[src/design/ltlsk_pkg.sv]
// Function
// - Queries before first lock, except zone and edge, answer error -230
// - First-lock flag is status bit 2
// - Time string is quoted HH:MM:SS, 24-hour
// - Zone hours -12..+12, rounded to integer
// - Zone minutes -59..+59, default zero
// - Preset zeroes zone; otherwise retained
// - Local time equals UTC plus zone offset
// - Zone query returns hours then minutes
// - Host picks on-time edge; rising default
// - Polarity query answers RIS or FALL
// - Power-on loads count as GPS minus UTC
// - Inserted leap second increments the count
// - Deleted leap second decrements the count
// - Leap date query gives UTC year, month, day
// - Date and duration error when none pending
// - Minute length 59, 60 or 61
// - Pending query returns 1 or 0
// - Pending query valid when none scheduled
// - Seconds reach 60 only in insertion
// - Local date 1994..2077, zone shifted
`default_nettype none
package ltlsk_pkg;
    // Query error code
    localparam logic signed [15:0] ERR_CONTEXT = -16'sd230;
    // First-lock bit in power-up status word
    localparam int FIRST_LOCK_BIT = 2;
    // Year window
    localparam logic [11:0] YEAR_MIN = 12'd1994;
    localparam logic [11:0] YEAR_MAX = 12'd2077;
    // Zone limits
    localparam logic signed [4:0] ZONE_HR_MAX = 5'sd12;
    localparam logic signed [6:0] ZONE_MIN_MAX = 7'sd59;
    // Minute lengths
    localparam logic [5:0] MIN_LEN_DEL = 6'd59;
    localparam logic [5:0] MIN_LEN_NONE = 6'd60;
    localparam logic [5:0] MIN_LEN_INS = 6'd61;
    // Polarity answer text, ASCII, left aligned
    localparam logic [31:0] TXT_RIS = 32'h52495320;
    localparam logic [31:0] TXT_FALL = 32'h46414C4C;
    localparam logic [7:0] ASC_ZERO = 8'h30;
    localparam logic [7:0] ASC_COLON = 8'h3A;
    localparam logic [7:0] ASC_QUOTE = 8'h22;

    // Query selector
    typedef enum logic [3:0] {
        LTLSK_Q_TIME = 4'h0,
        LTLSK_Q_DATE = 4'h1,
        LTLSK_Q_STRING = 4'h2,
        LTLSK_Q_ZONE = 4'h3,
        LTLSK_Q_EDGE = 4'h4,
        LTLSK_Q_ACC = 4'h5,
        LTLSK_Q_LDATE = 4'h6,
        LTLSK_Q_LDUR = 4'h7,
        LTLSK_Q_LSTATE = 4'h8
    } ltlsk_query_t;

    // Calendar date and time of day
    typedef struct packed {
        logic [11:0] year;
        logic [3:0] month;
        logic [4:0] day;
        logic [4:0] hour;
        logic [5:0] minute;
        logic [5:0] second;
    } ltlsk_stamp_t;

    // Query answer: three signed fields, or text
    typedef struct packed {
        logic error;
        logic signed [15:0] errCode;
        logic signed [15:0] f0;
        logic signed [15:0] f1;
        logic signed [15:0] f2;
        logic [79:0] text;
    } ltlsk_answer_t;
endpackage : ltlsk_pkg
`default_nettype wire

[src/design/ltlsk_keeper.sv]
`default_nettype none
module ltlsk_keeper #(
    parameter logic signed [7:0] ACC_INIT = 8'sd0
) (
    input wire logic clk,
    input wire logic reset_n,
    input wire logic preset,
    input wire logic satLock,
    input wire logic secTick,
    input wire ltlsk_pkg::ltlsk_stamp_t utcNow,
    input wire logic signed [7:0] gpsMinusUtc,
    input wire logic gpsMinusUtcValid,
    input wire logic leapIns,
    input wire logic leapDel,
    input wire logic [11:0] leapYear,
    input wire logic [3:0] leapMonth,
    input wire logic [4:0] leapDay,
    input wire logic zoneWrite,
    input wire logic signed [7:0] zoneHourIn,
    input wire logic signed [7:0] zoneMinIn,
    input wire logic zoneMinGiven,
    input wire logic zoneRoundUp,
    input wire logic edgeWrite,
    input wire logic edgeFalling,
    input wire logic queryValid,
    input wire ltlsk_pkg::ltlsk_query_t querySel,
    output logic answerValid,
    output ltlsk_pkg::ltlsk_answer_t answer,
    output logic [7:0] powerupStatus,
    output logic ppsFalling,
    output ltlsk_pkg::ltlsk_stamp_t localNow
);
    ////////////////////////////////////////////////////////////////////
    // Stored state
    logic firstLock_r; // Lock seen since reset or preset
    logic signed [4:0] zoneHr_r; // Zone hours
    logic signed [6:0] zoneMin_r; // Zone minutes
    logic edgeFall_r; // On-time edge select
    logic signed [7:0] acc_r; // GPS minus UTC seconds
    logic accLoaded_r; // Count taken from power-on
    logic insPend_r; // Insertion scheduled
    logic delPend_r; // Deletion scheduled
    logic [5:0] prevSec_r; // Seconds at previous tick
    logic lockS1_r; // Lock synchroniser first stage
    logic lockS2_r; // Lock synchroniser second stage
    ltlsk_pkg::ltlsk_answer_t ans_r; // Registered answer
    logic ansV_r; // Answer strobe
    ltlsk_pkg::ltlsk_stamp_t loc_r; // Local stamp register

    ////////////////////////////////////////////////////////////////////
    // Zone input clamp and rounding
    wire signed [7:0] hrRnd = zoneRoundUp ? zoneHourIn + 8'sd1 : zoneHourIn;
    wire signed [7:0] mnRaw = zoneMinGiven ? zoneMinIn : 8'sd0;
    wire signed [7:0] mnRnd = (zoneRoundUp && zoneMinGiven) ? mnRaw + 8'sd1 : mnRaw;
    wire signed [4:0] hrClamp = (hrRnd > 8'sd12) ? ltlsk_pkg::ZONE_HR_MAX :
        (hrRnd < -8'sd12) ? -ltlsk_pkg::ZONE_HR_MAX : hrRnd[4:0];
    wire signed [6:0] mnClamp = (mnRnd > 8'sd59) ? ltlsk_pkg::ZONE_MIN_MAX :
        (mnRnd < -8'sd59) ? -ltlsk_pkg::ZONE_MIN_MAX : mnRnd[6:0];

    ////////////////////////////////////////////////////////////////////
    // Local time from UTC plus offset, with carries
    wire signed [7:0] sumMin = 8'(signed'({2'b0, utcNow.minute})) + 8'(zoneMin_r);
    wire minBorrow = sumMin < 0;
    wire minCarry = sumMin > 8'sd59;
    wire signed [7:0] locMinS = minBorrow ? sumMin + 8'sd60 : minCarry ? sumMin - 8'sd60 : sumMin;
    wire signed [7:0] sumHr = 8'(signed'({3'b0, utcNow.hour})) + 8'(zoneHr_r)
        + (minCarry ? 8'sd1 : 8'sd0) - (minBorrow ? 8'sd1 : 8'sd0);
    wire dayBack = sumHr < 0;
    wire dayFwd = sumHr > 8'sd23;
    wire signed [7:0] locHrS = dayBack ? sumHr + 8'sd24 : dayFwd ? sumHr - 8'sd24 : sumHr;
    // Days in a month, leap years by four (valid to 2099)
    function automatic logic [4:0] ltlsk_mdays(input logic [11:0] y, input logic [3:0] m);
        case (m)
            4'h2: ltlsk_mdays = (y[1:0] == 2'b00) ? 5'd29 : 5'd28;
            4'h4, 4'h6, 4'h9, 4'hB: ltlsk_mdays = 5'd30;
            default: ltlsk_mdays = 5'd31;
        endcase
    endfunction : ltlsk_mdays
    wire [3:0] prevMon = (utcNow.month == 4'h1) ? 4'hC : utcNow.month - 4'h1;
    wire [11:0] prevMonYr = (utcNow.month == 4'h1) ? utcNow.year - 12'h1 : utcNow.year;
    wire lastDay = utcNow.day == ltlsk_mdays(utcNow.year, utcNow.month);
    ltlsk_pkg::ltlsk_stamp_t locNxt;
    // Date roll forward or back
    always_comb begin
        locNxt = utcNow;
        locNxt.minute = locMinS[5:0];
        locNxt.hour = locHrS[4:0];
        if (dayFwd) begin
            if (lastDay) begin
                locNxt.day = 5'h1;
                locNxt.month = (utcNow.month == 4'hC) ? 4'h1 : utcNow.month + 4'h1;
                locNxt.year = (utcNow.month == 4'hC) ? utcNow.year + 12'h1 : utcNow.year;
            end else begin
                locNxt.day = utcNow.day + 5'h1;
            end
        end else if (dayBack) begin
            if (utcNow.day == 5'h1) begin
                locNxt.day = ltlsk_mdays(prevMonYr, prevMon);
                locNxt.month = prevMon;
                locNxt.year = prevMonYr;
            end else begin
                locNxt.day = utcNow.day - 5'h1;
            end
        end
        // Keep year inside reported window
        if (locNxt.year < ltlsk_pkg::YEAR_MIN) begin
            locNxt.year = ltlsk_pkg::YEAR_MIN;
        end else if (locNxt.year > ltlsk_pkg::YEAR_MAX) begin
            locNxt.year = ltlsk_pkg::YEAR_MAX;
        end
    end

    ////////////////////////////////////////////////////////////////////
    // Leap second detection: 60 seen then midnight means insertion done
    wire midnightTick = secTick && utcNow.second == 6'd0 && utcNow.minute == 6'd0
        && utcNow.hour == 5'd0;
    wire insDone = midnightTick && prevSec_r == 6'd60;
    wire delDone = midnightTick && prevSec_r == 6'd58 && delPend_r;
    wire lockSeen = lockS2_r;

    ////////////////////////////////////////////////////////////////////
    // Text digits for the time string
    function automatic logic [15:0] ltlsk_dig2(input logic [5:0] v);
        ltlsk_dig2 = {ltlsk_pkg::ASC_ZERO + 8'(v / 6'd10), ltlsk_pkg::ASC_ZERO + 8'(v % 6'd10)};
    endfunction : ltlsk_dig2
    wire [79:0] timeText = {ltlsk_pkg::ASC_QUOTE, ltlsk_dig2({1'b0, loc_r.hour}),
        ltlsk_pkg::ASC_COLON, ltlsk_dig2(loc_r.minute), ltlsk_pkg::ASC_COLON,
        ltlsk_dig2(loc_r.second), ltlsk_pkg::ASC_QUOTE};
    wire anyPend = insPend_r || delPend_r;
    wire [5:0] minLen = insPend_r ? ltlsk_pkg::MIN_LEN_INS :
        delPend_r ? ltlsk_pkg::MIN_LEN_DEL : ltlsk_pkg::MIN_LEN_NONE;
    wire needPend = querySel == ltlsk_pkg::LTLSK_Q_LDATE || querySel == ltlsk_pkg::LTLSK_Q_LDUR;
    wire refuse = !firstLock_r || (needPend && !anyPend);

    // Answer selection
    ltlsk_pkg::ltlsk_answer_t ansNxt;
    always_comb begin
        ansNxt = '0;
        ansNxt.error = refuse;
        ansNxt.errCode = refuse ? ltlsk_pkg::ERR_CONTEXT : 16'sd0;
        case (querySel)
            ltlsk_pkg::LTLSK_Q_TIME: begin
                ansNxt.f0 = 16'(loc_r.hour);
                ansNxt.f1 = 16'(loc_r.minute);
                ansNxt.f2 = 16'(loc_r.second);
            end
            ltlsk_pkg::LTLSK_Q_DATE: begin
                ansNxt.f0 = 16'(loc_r.year);
                ansNxt.f1 = 16'(loc_r.month);
                ansNxt.f2 = 16'(loc_r.day);
            end
            ltlsk_pkg::LTLSK_Q_STRING: ansNxt.text = timeText;
            ltlsk_pkg::LTLSK_Q_ZONE: begin
                ansNxt.f0 = 16'(zoneHr_r);
                ansNxt.f1 = 16'(zoneMin_r);
            end
            ltlsk_pkg::LTLSK_Q_EDGE: begin
                ansNxt.text = {edgeFall_r ? ltlsk_pkg::TXT_FALL : ltlsk_pkg::TXT_RIS, 48'h0};
            end
            ltlsk_pkg::LTLSK_Q_ACC: ansNxt.f0 = 16'(acc_r);
            ltlsk_pkg::LTLSK_Q_LDATE: begin
                ansNxt.f0 = 16'(leapYear);
                ansNxt.f1 = 16'(leapMonth);
                ansNxt.f2 = 16'(leapDay);
            end
            ltlsk_pkg::LTLSK_Q_LDUR: ansNxt.f0 = 16'(minLen);
            ltlsk_pkg::LTLSK_Q_LSTATE: ansNxt.f0 = anyPend ? 16'sd1 : 16'sd0;
            default: ansNxt.error = 1'b1;
        endcase
        // Edge and zone need no lock
        if (querySel == ltlsk_pkg::LTLSK_Q_EDGE || querySel == ltlsk_pkg::LTLSK_Q_ZONE) begin
            ansNxt.error = 1'b0;
            ansNxt.errCode = 16'sd0;
        end
    end

    ////////////////////////////////////////////////////////////////////
    // Lock synchroniser and first-lock flag
    always_ff @(posedge clk) begin
        if (!reset_n) begin
            lockS1_r <= 1'b0;
            lockS2_r <= 1'b0;
            firstLock_r <= 1'b0;
        end else begin
            lockS1_r <= satLock;
            lockS2_r <= lockS1_r;
            firstLock_r <= lockSeen || (firstLock_r && !preset);
        end
    end

    // Settings: preset values; reset stands in for non-volatile load
    always_ff @(posedge clk) begin
        if (!reset_n || preset) begin
            zoneHr_r <= 5'sd0;
            zoneMin_r <= 7'sd0;
            edgeFall_r <= 1'b0;
        end else begin
            if (zoneWrite) begin
                zoneHr_r <= hrClamp;
                zoneMin_r <= mnClamp;
            end
            if (edgeWrite) begin
                edgeFall_r <= edgeFalling;
            end
        end
    end

    // Leap count and pending flags
    always_ff @(posedge clk) begin
        if (!reset_n) begin
            acc_r <= ACC_INIT;
            accLoaded_r <= 1'b0;
            insPend_r <= 1'b0;
            delPend_r <= 1'b0;
            prevSec_r <= 6'd0;
        end else begin
            if (gpsMinusUtcValid && !accLoaded_r) begin
                acc_r <= gpsMinusUtc;
                accLoaded_r <= 1'b1;
            end else if (insDone) begin
                acc_r <= acc_r + 8'sd1;
            end else if (delDone) begin
                acc_r <= acc_r - 8'sd1;
            end
            insPend_r <= leapIns && !insDone;
            delPend_r <= leapDel && !leapIns && !delDone;
            if (secTick) begin
                prevSec_r <= utcNow.second;
            end
        end
    end

    // Local stamp and answer registers
    always_ff @(posedge clk) begin
        if (!reset_n) begin
            loc_r <= '0;
            ans_r <= '0;
            ansV_r <= 1'b0;
        end else begin
            loc_r <= locNxt;
            ansV_r <= queryValid;
            if (queryValid) begin
                ans_r <= ansNxt;
            end
        end
    end

    ////////////////////////////////////////////////////////////////////
    // Outputs
    assign answerValid = ansV_r;
    assign answer = ans_r;
    assign powerupStatus = 8'(firstLock_r) << ltlsk_pkg::FIRST_LOCK_BIT;
    assign ppsFalling = edgeFall_r;
    assign localNow = loc_r;
endmodule : ltlsk_keeper
`default_nettype wire

[config.mk]
export PLATFORM = sky130hd
export DESIGN_NAME = ltlsk_keeper
export DESIGN_NICKNAME = d
export VERILOG_FILES = /design/src/design/ltlsk_pkg.sv /design/src/design/ltlsk_keeper.sv
export SDC_FILE = /design/constraint.sdc
export NUM_CORES = 1
export LEC_CHECK = 0
export BUFFER_PORTS_ARGS = -buffer_cell sky130_fd_sc_hd__buf_2
export CAP_MARGIN = 0
export CORE_MARGIN = 5
export CORE_UTILIZATION = 53
export DETAILED_ROUTE_END_ITERATION = 8
export PLACE_DENSITY = 0.82
export SYNTH_ARGS = -nofsm -noshare
export SYNTH_HDL_FRONTEND = slang
export SYNTH_SLANG_ARGS = --single-unit
[constraint.sdc]
create_clock -name clk -period 7.1 [get_ports clk]
set_clock_uncertainty 0.1 [all_clocks]
set_input_delay 1.065 -clock clk [delete_from_list [all_inputs] [get_ports clk]]
set_output_delay 1.065 -clock clk [all_outputs]
set_load 0.01 [all_outputs]
==> summary.txt, run 1 <==
Outcome
  – Status: complete, no violations

Final layout
  – Nets@finish: 1552
  – Final Cell Area: roughly 11000 µm²
  – Area growth, synth to finish: 15.55%
  – Layout cells sized above 1: 23.19%
  – Diode count: 0

Timing
  – Setup TNS: 0 ns
  – Slew @ Worst Pin: 1.051 ns
  – RSZ-0062 raised after global routing: false
  – Final setup violation count: 0
  – Max-slew violation count: 0
  – Hold Fails Final Rpt: 0
  – Max-slew headroom: 28.95%
  – Final period util: ~95%
  – Fmax: 148.3 MHz
  – Post-route minimum period: 6.744 ns
  – Fin Hold WS: between 0.3 and 0.4 ns

Synth
  – XOR/XNOR Fraction of Synth Area: 4.977%
  – Synth Cell Area: 9478 µm²
  – Synth warnings: 0
  – Post-synthesis average cell area: 7.718 µm²
  – Mux contribution to synthesized area: 2.020%
  – Sequential area share after synthesis: between 20 and 30%
  – Post-Syn Instances: 1228
  – Adder-Cell Fraction of Synth Area: under 10%
  – FFs w/ async S/R, synth: 0%
  – Post-synth EDFFs: 0
  – Count of cell types in the netlist: 87
  – Simple-Gate Fraction of Synth Area: between 20% and 30%
  – Combinational family with the most area after synthesis: compound AO/OA/AOI/OAI gates
  – Post-synthesis compound-gate area fraction: 22.11%
  – Synth Register Bits: 139
  – Ys flop type: dfxtp_1

Power and ir drop
  – Peak VDD IR: 164.0 µV
  – Power per cell area: ~210 nW/µm²
  – Static Leakage: 0.004978 µW

Floorplanning
  – Die ar.: 20660 µm²
  – Core Area: 17780 µm²
  – Site Rows: 49
  – Die width: 143.7 µm
  – Io pins: 294
  – Initial Util: 53.31%
  – Die height: 143.7 µm

Critical path
  – Worst path bufs/invs: 2
  – CP Launch Type: input pin
  – Slowest cell on crit path: fa_1
  – CP peak stage delay: around 0.42 ns
  – Setup crit end kind: flop
  – Crit path max fanout: 11
  – Crit path max-delay family: compound AO/OA/AOI/OAI gates
  – Cell repeated most along the worst path: ha_1
  – Worst EP required: 7.26 ns
  – Worst reg2reg endpoint: localNow[30]$_SDFF_PP0_
  – Reg2reg setup slack: 0.77 ns
  – R2R Path Start: zoneMin_r[0]$_SDFFE_PP0P_
  – Worst reg-to-reg path cell count: 26
  – Kind of critical path: input pin to flop
  – CP arrival: 6.90 ns

Worst hold path
  – Hold path startpoint: lockS1_r$_SDFF_PN0_
  – WHS Path Cells: 1
  – Endpoint, Worst Hold: lockS2_r$_SDFF_PN0_
  – Min-Delay Path Class: flop to flop

Place
  – Final HPWL DP: 22640 µm
  – Post-place instance area: between 10000 and 15000 µm²
  – Routability-driven placement congestion ratio: 0.9416
  – IO buf count: 248

Clock network
  – CTS Root Cell: clkbuf_16
  – Postcts setup bufs: 0
  – Inserted Clock Buffers: 17
  – Clock Pin Slew Worst Setup and Hold Paths: approximately 0.06 ns
  – Number of clock sinks: roughly 140
  – H-tree Lvls: 4
  – Clk_lat worst skew: 0.43 ns
  – CTS tree: built
  – CTS Buffer Depth: 2

Global routing
  – Total track usage: between 20 and 30%
  – Pin count of the biggest net entering global routing: 70
  – Grt ovf: 0
  – Global-route wire length before repair: 45370 µm
  – Initial antenna violation count: 0
  – Vias in the first global route: 8859

Routing
  – Pre-Repair DR Iteration Count: 6
  – Via density: 5.820
  – Residual DRC count: 0
  – Antenna viol nets, final: 0
  – Post-Route WL: 29250 µm
  – Avg WL per Cell: 17.85 µm
  – Via count: 9539
  – DR iter-0 viols: 857

Run
  – Max cap viols: 0
==> registers in the layout, summed over array words and instances, names as in the netlist <==
signal       cells
accLoaded_r      1
acc_r            8
answer          67
answerValid      1
delPend_r        1
firstLock_r      1
insPend_r        1
localNow        38
lockS1_r         1
lockS2_r         1
ppsFalling       1
prevSec_r        6
zoneHr_r         5
zoneMin_r        7
==> layout make-up <==
type / instances / area [µm²]
Fill cell: 1625 / 6828
Multi-Input combinational cell: 931 / 5769
Sequential cell: 139 / 2783
Timing Repair Buffer: 257 / 1309
Clock buffer: 18 / 439.2
Tap cell: 229 / 286.5
Inverter: 52 / 196.4
Clock inverter: 13 / 168.9
==> routing by layer <==
layer	share of wire [%]	GRT usage [%]
met1	39	32.94
met2	48	46.37
met3	10	7.953
met4	3.2	11.30
met5	0	0
==> worst max path at each step <==
stage               startpoint                       to  slack [ns]  cells past startpoint
floorplan            utcNow[6]  localNow[27]$_SDFF_PN0_        0.87                     27
global placement     utcNow[6]  localNow[30]$_SDFF_PP0_        0.34                     27
detailed placement   utcNow[6]  localNow[28]$_SDFF_PP0_        0.06                     27
CTS                  utcNow[6]  localNow[28]$_SDFF_PP0_        0.48                     27
global route         utcNow[6]  localNow[27]$_SDFF_PN0_        0.07                     27
finish               utcNow[6]  localNow[30]$_SDFF_PP0_        0.36                     27
==> report_power, final <==
part	internal [µW]	switching [µW]	total [µW]	leakage, µW
clock network	562	351	913	0.000285
registers	819	60.2	880	0.00114
logic	199	315	514	0.00356
==> stage by stage <==
step           util (%)  total power, µW  setup WS, ns  cells
2_1_floorplan         -             1259        0.8732   1274
3_3_place_gp      58.17             1382        0.3425   1608
3_5_place_dp      58.17             1395       0.05583   1608
4_1_cts           61.59             2303        0.4788   1639
5_1_grt           61.60             2418       0.07294   1639
6_report          61.60             2307        0.3563   1639
==> kinds of logic after synthesis <==
logic type / after synthesis
AO/OA/AOI/OAI: 310
XOR/XNOR: 53
adder cells (fa/ha/maj): 56
buffers and inverters: 204
flip-flops: 139
multiplexers: 19
other: 2
AND/OR/NAND/NOR: 445
==> cell usage after synthesis (all sizes together) (20+ instances only) <==
master  count  share of area [%]
a22oi      32                2.5
nand2      96                3.8
inv        51                2.0
xnor2      33                3.0
a21oi     111                5.9
nor3       20                1.2
ha         49                6.5
xor2       20                1.9
nand3      24                1.3
clkbuf     57                2.3
buf        95                7.5
dfxtp     139                 29
nor2      191                7.6
o21ai      47                2.7
==> cell usage in the layout (no fill, tap or decap), types with 8 or more instances in the layout <==
cell type  Yosys  layout
a32oi_1        8       8
nand2b_1      16      16
nand2_1       96      96
xor2_1        19      19
nor3_1        18      17
clkbuf_16      0      17
buf_2          2     248
o21ai_0       41      40
and3_1        13      12
nand4_1       12      12
nor2b_1        9       9
and2_1        17      17
a31oi_1       14      14
ha_1          49      49
o211ai_1       9       9
nand3_1       23      23
a21oi_1      110     110
nor4_1        14      12
conb_1         2      48
a211oi_1      14      14
dfxtp_1      139     139
mux2i_1       18      18
buf_4         87       9
xnor2_1       33      33
nor2_1       191     191
inv_1         49      49
a22oi_1       32      32
==> what timing repair did <==
item,CTS,global route
hold buffers,0,0
resized for setup,0,1
setup endpoints to repair,0,1
Note: power is estimated with default switching activity, not from simulation.
==> inputs of run 2 (changes only) <==
Clock period 7.1 ns to 7.5 ns, I/O delays scaled along.
==> summary.txt, run 2 (synthesis gave the netlist of run 1 again) <==
Final layout
  – Area growth, synth to finish: 15.23%
  – Layout cells sized above 1: 22.77%
  – Max reg flops: 67
  – Fill cell total of the finished layout: 1598
  – Most frequent cells in the layout: buf_2 (248), nor2_1 (191), dfxtp_1 (139), a21oi_1 (110), nand2_1 (96)
  – Nets@finish: 1552
  – Most common cell after layout, fill and taps aside: buf_2
  – Final Cell Area: 10920 µm²

Critical path
  – Reg2reg setup slack: 1.33 ns
  – Worst reg2reg endpoint: localNow[30]$_SDFF_PP0_
  – Worst reg-to-reg path cell count: 26
  – Crit path max fanout: 11
  – CP arrival: 6.83 ns
  – Setup crit end kind: flop
  – CP Launch Type: input pin
  – Worst setup endpoint: localNow[30]$_SDFF_PP0_
  – R2R Path Start: zoneMin_r[0]$_SDFFE_PP0P_
  – Kind of critical path: input pin to flop
  – Critical Path Start: utcNow[6]
  – Worst EP required: 7.66 ns

Timing
  – RSZ-0062 raised after global routing: false
  – Fmax: 150.0 MHz
  – Hold Fails Final Rpt: 0
  – Max-slew headroom: 36.04%
  – Post-route minimum period: 6.667 ns
  – Final setup violation count: 0
  – Slew @ Worst Pin: between 0.9 and 1 ns
  – Final period util: 88.90%
  – Max-slew violation count: 0
  – Setup TNS: 0 ns

Power and ir drop
  – Power per cell area: 196.2 nW/µm²
  – Seq pwr share: about two fifths
  – Logic pwr share: between 20 and 25%
  – Sw Share: 30.39%
  – Sw Pwr: roughly 650 µW
  – Peak VDD IR: 177.0 µV
  – Static Leakage: about 0.0050 µW
  – Clock power share: 38.7%
  – Int Power: ~1500 µW

Run
  – Max cap viols: 0

Worst hold path
  – WHS Path Cells: 1
  – Min-Delay Path Class: flop to flop

Place
  – Routability-driven placement congestion ratio: 0.9585
  – Post-place instance area: 10340 µm²
  – IO buf count: 248
  – Final HPWL DP: 22330 µm

Floorplanning
  – Initial Util: ~53%
  – Die height: 143.7 µm
  – Site Rows: 49
  – Io pins: 294
  – Die ar.: 20660 µm²
  – Die width: around 140 µm
  – Core Area: 17780 µm²

Clock network
  – CTS tree: built
  – CTS Buffer Depth: 2
  – Cts hold-fix bufs: 0
  – Cts repair resizes: 0
  – Clk_lat worst skew: 0.41 ns
  – Inserted Clock Buffers: 17
  – CTS Root Cell: clkbuf_16
  – Clock Pin Slew Worst Setup and Hold Paths: 0.06 ns
  – Postcts setup bufs: 0
  – H-tree Lvls: 4
  – Number of clock sinks: between 100 and 150

Global routing
  – Global-route wire length before repair: 43720 µm
  – Vias in the first global route: 8401
  – Grt ovf: 0
  – Initial antenna violation count: 0
  – Total track usage: 26.46%
  – Pin count of the biggest net entering global routing: 69

Routing
  – Via count: 9442
  – Post-Route WL: 28400 µm
  – Pre-Repair DR Iteration Count: 5
  – Residual DRC count: 0
  – Via density: 5.757
  – Antenna viol nets, final: 0
  – Avg WL per Cell: approximately 17 µm
  – DR iter-0 viols: a little over 900

Outcome
  – Status: complete, no violations
-- run 2: changes by cell type in the layout (fill, tap and decap cells not counted) --
cell | before | now
clkinv_2 | 2 | 5
inv_6 | 2 | 0
and3_2 | 1 | 0
clkinv_4 | 3 | 1
and3_1 | 12 | 13
clkbuf_1 | 0 | 5
diode_2 | 0 | 1
clkinvlp_4 | 4 | 0
-- run 2: how the worst min path moves through the flow --
| stage | start | endpoint | slack (ns) |
|---|---|---|---|
| 3_5_place_dp | lockS1_r$_SDFF_PN0_ | lockS2_r$_SDFF_PN0_ | 0.32 |
| 2_1_floorplan | lockS1_r$_SDFF_PN0_ | lockS2_r$_SDFF_PN0_ | 0.31 |
| 4_1_cts | lockS1_r$_SDFF_PN0_ | lockS2_r$_SDFF_PN0_ | 0.34 |
| 5_1_grt | lockS1_r$_SDFF_PN0_ | lockS2_r$_SDFF_PN0_ | 0.37 |
| 3_3_place_gp | lockS2_r$_SDFF_PN0_ | firstLock_r$_SDFF_PN0_ | 0.32 |
| 6_report | lockS1_r$_SDFF_PN0_ | lockS2_r$_SDFF_PN0_ | 0.34 |
-- run 2: cell type report --
cell class | count | area (µm²) | area share [%]
inverter | 52 | 196.4 | 1.799
sequential | 139 | 2783 | 25.48
antenna | 1 | 2.502 | 0.02291
clock buffer | 23 | 457.9 | 4.193
tap | 229 | 286.5 | 2.623
multi-input combinational | 931 | 5768 | 52.81
timing repair buffer | 257 | 1309 | 11.98
clock inverter | 8 | 118.9 | 1.088
-- run 2: power by group through the flow --
stage | sequential, µW | clock [µW] | combinational, µW
CTS | 829 | 841 | 476
detailed placement | 845 | 0 | 473
global route | 835 | 874 | 537
floorplan | 828 | 0 | 364
global placement | 845 | 0 | 464
finish | 832 | 830 | 481
-- run 2: layer usage --
layer / GRT usage, % / routed length, µm / vias up
met5: 0 / 0 / -
met2: 43.88 / 13350 / 475
met3: 6.023 / 2874 / 72
met4: 9.911 / 973 / 0
li1: - / - / 4540
met1: 33.65 / 11200 / 4355
-- run 2: through the flow --
step	worst slack (ns)	power, µW	util [%]	instances	hold slack (ns)
4_1_cts	0.9179	2147	61.41	1639	0.3363
2_1_floorplan	1.213	1192	-	1274	0.3119
5_1_grt	0.3842	2246	61.41	1639	0.3656
3_5_place_dp	0.4988	1319	58.17	1608	0.3233
3_3_place_gp	0.7026	1309	58.17	1608	0.3238
6_report	0.8328	2143	61.43	1640	0.3359
-- run 2: critical path, cell delays in order --
cell      delay [ns]
buf_2           0.12
ha_1            0.22
fa_1            0.42
xor2_1          0.27
inv_1           0.13
ha_1            0.22
nand3_1         0.10
nand2_1         0.07
nor3_1          0.36
and4_1          0.32
nor2_1          0.11
xor2_1          0.16
ha_1            0.23
o21bai_1        0.18
fa_1            0.41
a21o_1          0.18
a21oi_1         0.30
and2_1          0.20
nor2b_1         0.04
o21ai_0         0.13
o21ai_4         0.13
and3_1          0.32
a311o_1         0.36
o211ai_1        0.21
a21oi_2         0.13
o21ai_4         0.25
a221oi_1        0.12
==> inputs of run 3 (changes only) <==
Settings changed: REMOVE_ABC_BUFFERS set to 1.
==> summary.txt, run 3 (synthesis gave the netlist of run 1 again) <==
Routing
  – Antenna viol nets, final: 0
  – Post-Route WL: 28460 µm
  – Pre-Repair DR Iteration Count: 8
  – Via density: around 5.7
  – Residual DRC count: 0
  – Via count: just over 9000
  – DR iter-0 viols: 688
  – Avg WL per Cell: 17.32 µm

Clock network
  – Number of clock sinks: 139
  – Inserted Clock Buffers: 17
  – CTS Buffer Depth: 2
  – Postcts setup bufs: 0
  – Cts repair resizes: 0
  – H-tree Lvls: 4
  – Clk_lat worst skew: approximately 0.42 ns
  – CTS Root Cell: clkbuf_16
  – Cts hold-fix bufs: 0
  – Clock Pin Slew Worst Setup and Hold Paths: ~0.060 ns
  – CTS tree: built

Critical path
  – Worst setup endpoint: localNow[27]$_SDFF_PN0_
  – CP peak stage delay: 0.45 ns
  – Slowest cell on crit path: nor3_1
  – Crit path max fanout: 11
  – R2R Path Start: zoneMin_r[0]$_SDFFE_PP0P_
  – Reg2reg setup slack: around 1.2 ns
  – Worst EP required: 7.76 ns
  – Worst reg2reg endpoint: localNow[27]$_SDFF_PN0_
  – CP Launch Type: input pin
  – Worst reg-to-reg path cell count: 26
  – CP arrival: between 7 and 8 ns
  – Setup crit end kind: flop
  – Kind of critical path: input pin to flop
  – Critical Path Start: utcNow[6]

Floorplanning
  – Die ar.: 20660 µm²
  – Die height: 143.7 µm
  – Core Area: 17780 µm²
  – Initial Util: 53.31%
  – Site Rows: 49
  – Die width: 143.7 µm
  – Io pins: 294

Final layout
  – Area growth, synth to finish: 16.26%
  – Max reg flops: 67
  – Most common cell after layout, fill and taps aside: buf_2
  – Nets@finish: around 1600
  – Fill cell total of the finished layout: between 1500 and 2000
  – Most frequent cells in the layout: buf_2 (248), nor2_1 (191), dfxtp_1 (139), a21oi_1 (110), nand2_1 (96)
  – Register area: 2783 µm²
  – Layout cells sized above 1: 23.23%
  – Footprint of the multi-input gates: 5768 µm²
  – Final Cell Area: 11020 µm²

Global routing
  – Pin count of the biggest net entering global routing: 76
  – Global-route wire length before repair: 43700 µm
  – Initial antenna violation count: 3
  – Grt ovf: 0
  – Total track usage: 26.24%
  – Vias in the first global route: 8432

Place
  – Placement Setup Slack: 0.4033 ns
  – IO buf count: 248
  – Final HPWL DP: 21900 µm
  – Post-place instance area: 10350 µm²
  – Routability-driven placement congestion ratio: between 0.9 and 1

Timing
  – Max-slew violation count: 0
  – Max-slew headroom: between 30 and 40%
  – Fin Hold WS: roughly 0.34 ns
  – Final worst slack: 0.7428 ns
  – Post-route minimum period: 6.757 ns
  – Slew @ Worst Pin: 0.9853 ns
  – Fmax: 148.0 MHz
  – RSZ-0062 raised after global routing: false
  – Final setup violation count: 0
  – Setup TNS: 0 ns
  – Final period util: 90.10%
  – Hold Fails Final Rpt: 0

Run
  – Max cap viols: 0

Power and ir drop
  – Int Power: about 1600 µW
  – Sw Pwr: 686.5 µW
  – Clock power share: 41.7%
  – Static Leakage: 0.005023 µW
  – Peak VDD IR: 156.0 µV
  – Sw Share: about 30%
  – Seq pwr share: 36.7%
  – Total power: 2262 µW
  – Logic pwr share: 21.6%
  – Power per cell area: 205.3 nW/µm²

Outcome
  – Status: complete, no violations

Worst hold path
  – Min-Delay Path Class: flop to flop
[run 3: changes by cell type in the layout (fill, tap and decap cells not counted), sizes merged]
cell / change
inv: +3
bufinv: +2
diode: +1
buf: +1
clkinv: -1
clkbuf: -4
clkinvlp: +1
[run 3: how the worst min path moves through the flow]
stage | startpoint | to | slack (ns) | depth (start not counted)
final | lockS2_r$_SDFF_PN0_ | firstLock_r$_SDFF_PN0_ | 0.34 | 2
after global routing | lockS1_r$_SDFF_PN0_ | lockS2_r$_SDFF_PN0_ | 0.37 | 1
after CTS | lockS2_r$_SDFF_PN0_ | firstLock_r$_SDFF_PN0_ | 0.35 | 2
after detailed placement | lockS2_r$_SDFF_PN0_ | firstLock_r$_SDFF_PN0_ | 0.33 | 2
after global placement | lockS1_r$_SDFF_PN0_ | lockS2_r$_SDFF_PN0_ | 0.31 | 1
after floorplan | lockS1_r$_SDFF_PN0_ | lockS2_r$_SDFF_PN0_ | 0.31 | 1
[run 3: worst max-delay path: cells and delay by family]
| kind | cells | cell delay (ns) |
|---|---|---|
| AOI/OAI and AO/OA | 7 | 1.29 |
| adders and majority gates | 5 | 1.49 |
| xor gates and xnor gates | 3 | 0.73 |
| buffers and inverters | 2 | 0.25 |
| and+or+nand+nor | 10 | 2.12 |
[run 3: cell type report]
cell class                 instances  share of cell area (%)
timing repair buffer             258                   11.95
clock buffer                      19                   4.110
multi-input combinational        931                   52.34
inverter                          52                   1.783
tap                              229                   2.600
antenna                            2                 0.04542
sequential                       139                   25.25
clock inverter                    13                   1.919
[run 3: metrics by stage]
stage	util, %	cells
after detailed placement	58.21	1609
after global routing	61.98	1643
final	61.98	1643
after CTS	61.95	1641
after global placement	58.21	1609
after floorplan	-	1122
[run 3: power by group through the flow]
stage	combinational [µW]	sequential, µW	clock, µW
5_1_grt	543	833	986
6_report	489	830	943
3_5_place_dp	481	843	0
3_3_place_gp	471	844	0
2_1_floorplan	300	840	0
4_1_cts	485	828	954
[run 3: routing by layer]
metal / vias to the layer above / track usage [%] / share of wire [%]
met5: - / 0 / 0.025
met4: 2 / 11.40 / 3.7
met1: 4311 / 34.17 / 41
met3: 68 / 4.060 / 7.9
met2: 391 / 43.22 / 47
li1: 4554 / - / -
